===== config.mk =====
export PLATFORM = sky130hd
export DESIGN_NAME = bcd_dec_core
export DESIGN_NICKNAME = d
export VERILOG_FILES = /design/src/pkg/bcd_dec_pkg.sv /design/src/rtl/bcd_dec_core.sv /design/src/rtl/decimal_fix.sv
export SDC_FILE = /design/constraint.sdc
export NUM_CORES = 1
export LEC_CHECK = 0
export ABC_AREA = 1
export BUFFER_PORTS_ARGS = -buffer_cell sky130_fd_sc_hd__buf_2
export CAP_MARGIN = 40
export CORE_UTILIZATION = 35
export CTS_CLUSTER_SIZE = 10
export DETAILED_ROUTE_END_ITERATION = 8
export PLACE_DENSITY = 0.57
export SLEW_MARGIN = 40
export SYNTH_ARGS = -nofsm -noshare
export SYNTH_HDL_FRONTEND = slang
export SYNTH_SLANG_ARGS = --single-unit

===== constraint.sdc =====
create_clock -name clk_in -period 4.69 [get_ports clk_in]
set_clock_uncertainty 0.15 [all_clocks]
set_input_delay 0.2345 -clock clk_in [delete_from_list [all_inputs] [get_ports clk_in]]
set_output_delay 0.2345 -clock clk_in [all_outputs]
set_load 0.01 [all_outputs]

===== src/pkg/bcd_dec_pkg.sv =====
// Purpose: constants for the decimal adjust / decrement datapath
// Assumes: 8-bit data, 12-bit data address space, four-phase cycle
// Notes:   phase counter steps q1..q4 on each clock of an instruction and holds q1 while idle
package bcd_dec_pkg;
  localparam logic [3:0]  DIGIT_MAX     = 4'h9;
  localparam logic [3:0]  DIGIT_FIX     = 4'h6;
  localparam logic [7:0]  INDEX_LIMIT   = 8'h5F;
  localparam logic [7:0]  ACCESS_SPLIT  = 8'h60;
  localparam logic [3:0]  ACCESS_HI_BNK = 4'hF;
  localparam logic [3:0]  ACCESS_LO_BNK = 4'h0;
  localparam logic [7:0]  ACC_RESET     = 8'h00;
  localparam logic [1:0]  PH_Q1         = 2'h0;
  localparam logic [1:0]  PH_Q2         = 2'h1;
  localparam logic [1:0]  PH_Q3         = 2'h2;
  localparam logic [1:0]  PH_Q4         = 2'h3;
  typedef enum logic [1:0] {OP_NONE, OP_ADJUST, OP_DECR} op_t;
endpackage


===== src/rtl/bcd_dec_core.sv =====
// Purpose: execution of decimal adjust and decrement-file instructions
// Assumes: decoder presents opcode fields stable over the whole q1..q4 cycle
// Notes:   file memory lives outside; this block addresses it and writes back
// Operation
// RQ1: decimal adjust corrects accumulator low and high nibbles as separate digits.
// RQ2: after bcd addition, decimal adjust leaves a valid packed bcd sum.
// RQ3: digit above nine or flag set adds six; high digit also sets carry.
// RQ4: decrement subtracts one from file register chosen by 8-bit address.
// RQ5: destination 0 writes accumulator, destination 1 writes source register.
// RQ6: access bit 0 addresses the access bank.
// RQ7: access bit 1 takes bank number from the bank select register.
// RQ8: extended set, access 0, address up to 95 uses indexed literal offset.
module bcd_dec_core (
  // clock and reset
  input  wire logic        clk_in,
  input  wire logic        rst_in,
  // instruction fields
  input  wire logic        start_in,
  input  wire logic        adjust_sel_in,
  input  wire logic        dest_in,
  input  wire logic        access_in,
  input  wire logic [7:0]  addr_in,
  input  wire logic        ext_set_in,
  input  wire logic [3:0]  bank_select_register_in,
  input  wire logic [11:0] index_base_in,
  // status inputs
  input  wire logic        carry_in,
  input  wire logic        nibble_half_flag_in,
  // file memory port
  input  wire logic [7:0]  file_rdata_in,
  output logic      [11:0] file_addr_out,
  output logic      [7:0]  file_wdata_out,
  output logic             file_we_out,
  // accumulator and flags
  output logic      [7:0]  acc_out,
  output logic             carry_out,
  output logic             busy_out,
  output logic             done_out
);
  ////////////////////////////////////////////////////////////////////////////
  // phase and operation tracking
  logic [1:0]             phase;
  bcd_dec_pkg::op_t       op;
  logic [7:0]             operand;
  logic [7:0]             result;
  logic                   result_carry;
  logic                   carry;
  logic [7:0]             acc;
  logic [11:0]            addr_hold;
  logic                   dest_hold;
  logic                   done;

  // address generation: one function, used for latch and drive
  function automatic logic [11:0] file_address(input logic a, input logic ext,
      input logic [7:0] f, input logic [3:0] bank, input logic [11:0] base);
    logic [11:0] addr;
    addr = {bank, f};
    if (!a && ext && f <= bcd_dec_pkg::INDEX_LIMIT)
      addr = base + {4'h0, f};
    else if (!a)
      addr = {(f < bcd_dec_pkg::ACCESS_SPLIT) ? bcd_dec_pkg::ACCESS_LO_BNK
                                              : bcd_dec_pkg::ACCESS_HI_BNK, f};
    return addr;
  endfunction

  // RQ6: access bank, RQ7: banked, RQ8: indexed offset
  wire [11:0] next_addr = file_address(access_in, ext_set_in, addr_in,
                                       bank_select_register_in, index_base_in);

  wire [7:0] fix_value;
  wire       fix_carry;
  // RQ1: digit correction of accumulator
  decimal_fix u_fix (
    .value_in  (acc),
    .carry_in  (carry),
    .half_in   (nibble_half_flag_in),
    .value_out (fix_value),
    .carry_out (fix_carry)
  );

  // RQ4: subtract one from fetched register
  wire [7:0] dec_value = operand - 8'h01;
  wire       active    = (op != bcd_dec_pkg::OP_NONE);

  ////////////////////////////////////////////////////////////////////////////
  // q1 decode, q2 read, q3 process, q4 write
  always_ff @(posedge clk_in) begin
    if (rst_in) begin
      phase <= bcd_dec_pkg::PH_Q1;
      op    <= bcd_dec_pkg::OP_NONE;
    end else if (!active) begin
      phase <= bcd_dec_pkg::PH_Q1;
      if (start_in)
        op <= adjust_sel_in ? bcd_dec_pkg::OP_ADJUST : bcd_dec_pkg::OP_DECR;
    end else begin
      phase <= phase + 2'h1;
      if (phase == bcd_dec_pkg::PH_Q4)
        op <= bcd_dec_pkg::OP_NONE;
    end
  end

  // instruction fields held for the cycle
  always_ff @(posedge clk_in) begin
    if (rst_in) begin
      addr_hold <= 12'h000;
      dest_hold <= 1'b1;
    end else if (!active && start_in) begin
      addr_hold <= next_addr;
      dest_hold <= dest_in;
    end
  end

  // q2 operand read
  always_ff @(posedge clk_in) begin
    if (rst_in)
      operand <= 8'h00;
    else if (active && phase == bcd_dec_pkg::PH_Q2)
      operand <= (op == bcd_dec_pkg::OP_ADJUST) ? acc : file_rdata_in;
  end

  // q3 process
  always_ff @(posedge clk_in) begin
    if (rst_in) begin
      result       <= 8'h00;
      result_carry <= 1'b0;
    end else if (active && phase == bcd_dec_pkg::PH_Q3) begin
      // RQ2: bcd result from adjust
      result       <= (op == bcd_dec_pkg::OP_ADJUST) ? fix_value : dec_value;
      result_carry <= (op == bcd_dec_pkg::OP_ADJUST) ? fix_carry : carry;
    end
  end

  wire write_phase = active && phase == bcd_dec_pkg::PH_Q4;
  // RQ5: decrement to accumulator when destination clear
  wire acc_write   = write_phase &&
                     (op == bcd_dec_pkg::OP_ADJUST || !dest_hold);

  // q4 write-back of accumulator and carry; carry mirrors the status input while idle
  always_ff @(posedge clk_in) begin
    if (rst_in) begin
      acc   <= bcd_dec_pkg::ACC_RESET;
      carry <= 1'b0;
      done  <= 1'b0;
    end else begin
      done <= write_phase;
      if (acc_write)
        acc <= result;
      if (write_phase && op == bcd_dec_pkg::OP_ADJUST)
        carry <= result_carry;
      else if (!active)
        carry <= carry_in;
    end
  end

  ////////////////////////////////////////////////////////////////////////////
  // outputs
  assign file_addr_out  = addr_hold;
  assign file_wdata_out = result;
  // RQ5: write back to file when destination set
  assign file_we_out    = write_phase && op == bcd_dec_pkg::OP_DECR && dest_hold;
  assign acc_out        = acc;
  assign carry_out      = carry;
  assign busy_out       = active;
  assign done_out       = done;
endmodule // bcd_dec_core


===== src/rtl/decimal_fix.sv =====
// Purpose: combinational packed-bcd correction of one byte
// Assumes: input follows binary add of two packed bcd bytes
// Notes:   carry kept when no high-digit correction applies
module decimal_fix (
  // operand and flags
  input  wire logic [7:0] value_in,
  input  wire logic       carry_in,
  input  wire logic       half_in,
  // corrected result
  output logic      [7:0] value_out,
  output logic            carry_out
);
  wire       fix_lo = (value_in[3:0] > bcd_dec_pkg::DIGIT_MAX) | half_in;
  wire [4:0] lo_sum = {1'b0, value_in[3:0]} + (fix_lo ? {1'b0, bcd_dec_pkg::DIGIT_FIX} : 5'h00);
  // low-digit overflow ripples into high digit, as a true add would
  wire [4:0] hi_raw = {1'b0, value_in[7:4]} + {4'h0, lo_sum[4]};
  wire       fix_hi = (hi_raw > {1'b0, bcd_dec_pkg::DIGIT_MAX}) | carry_in;
  wire [4:0] hi_sum = hi_raw + (fix_hi ? {1'b0, bcd_dec_pkg::DIGIT_FIX} : 5'h00);
  // RQ3: per-digit correction
  assign value_out = {hi_sum[3:0], lo_sum[3:0]};
  assign carry_out = fix_hi | hi_sum[4] | carry_in;
endmodule // decimal_fix


==> out/metrics.csv <==
metric,value,unit
setup repair after global routing missed its margin,false,
CP max stage cell,dfxtp_1,
Remaining DRCs,0,
synth warn,0,
diode count,0,
Ports,73,
"flops & latches, synth",44,
Final setup violation count,0,
crit path kind,reg2reg,
vias in the first global route,2449,
Antenna Nets Post-Route,0,
"non-filler cells, final",562,
Clock transition at path regs,0.09,ns
placed standard-cell area,3110,um2
hold depth,3,
crit path cell chain,inv_1 -> a21oi_1 -> nor2_1 -> inv_1 -> ha_1 -> a21oi_1 -> nor2_1 -> ha_1 -> ha_1 -> nand3b_1 -> nand2_1 -> nand3_1 -> xor2_1 -> inv_1 -> ha_1 -> nor2_1 -> nor2_1 -> o21ai_0 -> a21oi_1,
Max Cap Viol,0,
critical path capture point type,flop,
outcome,"finished, final reports clean",
Overflow after GRT,0,
hold_sp,file_rdata_in[7],
layout cells sized above 1,19.0,%
crit path buf inv count,3,
sequential-to-total area share from yosys stat,32.7,%
Row Count,31,
CTS root buffer,clkbuf_8,
IO buf count,72,
# H-tree levels,2,
"Data arrival, critical path",3.27,ns
FF-to-FF path depth,19,
mapped cell area,2690,um2
CTS sink cnt,44,
setup bufs post-CTS,0,
"delay-heaviest family, CP",adder cells,
crit-path max FO,4,
drt pass-1 iters,4,
initial core utilization,36.7,%
final worst slack,1.46,ns
Wirelength per Cell,12.4,um
FILL cells,795,
"Distinct cells, synth",31,
DIE WIDTH,89.7,um
placed cell count,554,
final net count,524,
TNS Setup,0,ns
Synth Net Count,455,
detailed placement HPWL,5.34,mm
Syn Area/Cell,6.83,um2
maximum clock path buffer count,2,
TritonCTS Buffers,5,
Tcrit/Tclk final,69.0,%
Tmin final,3.23,ns
Startpoint Class,flop,
reg-to-reg endpoint,file_wdata_out[6],
Finished Cell Area,3210,um2
routability cong.,0.841,
WHS Endpoint,operand[7],
Relative slew margins,50.8,%
core area,7330,um2
leakage,1.60,nW
Routed Wire Length,6.99,mm
global-route wire length before repair,11.2,mm
Area Growth Syn to Fin,19.1,%
initial antenna violation count,0,
drt via density,4.94,
post-cts resize count,0,
Starting DRT DRC Count,143,
Syn Inst Count,394,
"Slew Viols, Final",0,
pwr/cell area,257,nW/um2
Reg2Reg Launch Point,acc_out[2],
CP required,4.73,ns
Via Count,2774,
final core occ,43.7,%
worst slew pin tran,0.737,ns
Hold Path Class,in2reg,
GRT Overall Usage,18.1,%
peak supply drop,0.000114,V
pre-CTS setup slack,1.46,ns
Reg2Reg Setup Slack,1.46,ns
fmax,309,MHz
later-pin clock latency in the skew report,0.30,ns
largest net degree at the start of global routing,32,
die area,8040,um2
Max stage delay on crit path,0.34,ns
CTS tree,yes,
Fin. Hold Viols,0,
die extent in y,89.7,um
==> per-layer routing <==
metal | routed length [um] | track usage [%]
met5 | 0 | 0
met4 | 60 | 5.19
met3 | 308 | 2.74
met2 | 3230 | 30.6
met1 | 3390 | 24.0
==> final cells by class <==
type | count | area, um2 | share of cell area [%]
inverter | 52 | 195 | 6.09
sequential | 44 | 881 | 27.5
tap | 99 | 124 | 3.86
clock inverter | 2 | 12.5 | 0.390
multi-input combinational | 287 | 1550 | 48.5
timing repair buffer | 73 | 370 | 11.6
clock buffer | 5 | 68.8 | 2.15
==> worst max-delay path by stage <==
stage / startpoint / endpoint / slack [ns] / depth (start not counted)
finish: acc_out[2] / file_wdata_out[6] / 1.46 / 19
detailed placement: acc_out[2] / file_wdata_out[6] / 1.46 / 19
global route: acc_out[2] / file_wdata_out[6] / 1.15 / 19
floorplan: acc_out[2] / file_wdata_out[6] / 1.70 / 19
global placement: acc_out[2] / file_wdata_out[6] / 1.58 / 19
CTS: acc_out[2] / file_wdata_out[6] / 1.44 / 19
==> registers in the layout, indices dropped and copies added, names as in the netlist <==
name / flops
file_wdata_out: 8
carry_out: 1
op: 2
dest_hold: 1
file_addr_out: 12
result_carry: 1
operand: 8
done_out: 1
acc_out: 8
phase: 2
==> power breakdown <==
group          internal [mW]  total (mW)  switching [mW]
registers              0.392       0.404          0.0126
clock network          0.101       0.237           0.136
logic                 0.0707       0.183           0.112
==> cell usage after synthesis <==
library cell | count | share of area (%)
buf_4 | 2 | 0.56
or2_2 | 1 | 0.23
ha_1 | 18 | 8.4
clkbuf_1 | 4 | 0.56
nand2_1 | 91 | 13
nor3_1 | 6 | 1.1
nand4_1 | 2 | 0.46
o221ai_1 | 1 | 0.33
buf_2 | 4 | 0.74
nand3_1 | 25 | 4.6
inv_2 | 2 | 0.28
xor2_1 | 6 | 2.0
buf_6 | 1 | 0.42
dfxtp_1 | 44 | 33
o211ai_1 | 5 | 1.4
nor2_2 | 2 | 0.46
nand2_2 | 1 | 0.23
o21ai_0 | 37 | 6.9
nand3b_1 | 2 | 0.56
nor2_4 | 1 | 0.42
fa_1 | 2 | 1.5
nor4_1 | 1 | 0.23
nand2_4 | 1 | 0.42
a21o_1 | 1 | 0.28
nor2_1 | 20 | 2.8
inv_1 | 50 | 7.0
a31oi_1 | 9 | 2.1
o21a_1 | 1 | 0.28
xnor2_1 | 2 | 0.65
a21oi_1 | 51 | 9.5
o21bai_1 | 1 | 0.28
==> cells in the final DEF (no fill, tap or decap), types with 2 or more instances in the layout <==
cell,count
a21oi_1,51
a31oi_1,9
buf_2,72
clkbuf_8,5
dfxtp_1,44
fa_1,2
ha_1,18
inv_1,49
inv_2,3
nand2_1,91
nand3_1,25
nand3b_1,2
nand4_1,2
nor2_1,20
nor2_2,2
nor3_1,6
o211ai_1,5
o21ai_0,37
xnor2_1,2
xor2_1,6
==> worst register-to-register path: stages (launching register included) <==
cell	delay, ns
dfxtp_1	0.34
inv_1	0.11
a21oi_1	0.08
nor2_1	0.17
inv_1	0.09
ha_1	0.28
a21oi_1	0.13
nor2_1	0.07
ha_1	0.21
ha_1	0.31
nand3b_1	0.16
nand2_1	0.09
nand3_1	0.13
xor2_1	0.17
inv_1	0.06
ha_1	0.28
nor2_1	0.12
nor2_1	0.05
o21ai_0	0.07
a21oi_1	0.08
==> through the flow <==
step,power [mW],hold WS [ns]
6_report,0.824,0.0396
5_1_grt,0.878,0.0417
4_1_cts,0.837,0.0294
3_5_place_dp,0.596,0.307
3_3_place_gp,0.594,0.312
2_1_floorplan,0.535,0.161
==> cell families after synthesis <==
family	Yosys count	synth area share, %
flip-flops	44	32.7
buffers and inverters	63	9.53
AND/OR/NAND/NOR	153	24.3
XOR/XNOR	8	2.60
adder cells (fa/ha/maj)	20	9.86
AO/OA/AOI/OAI	106	21.0
==> what timing repair did <==
| item | 4_1_cts | 5_1_grt |
|---|---|---|
| hold buffers | 1 | 0 |
| endpoints found under the hold margin | 1 | 0 |
| setup endpoints to repair | 0 | 0 |
Note: power is estimated with default switching activity, not from simulation.
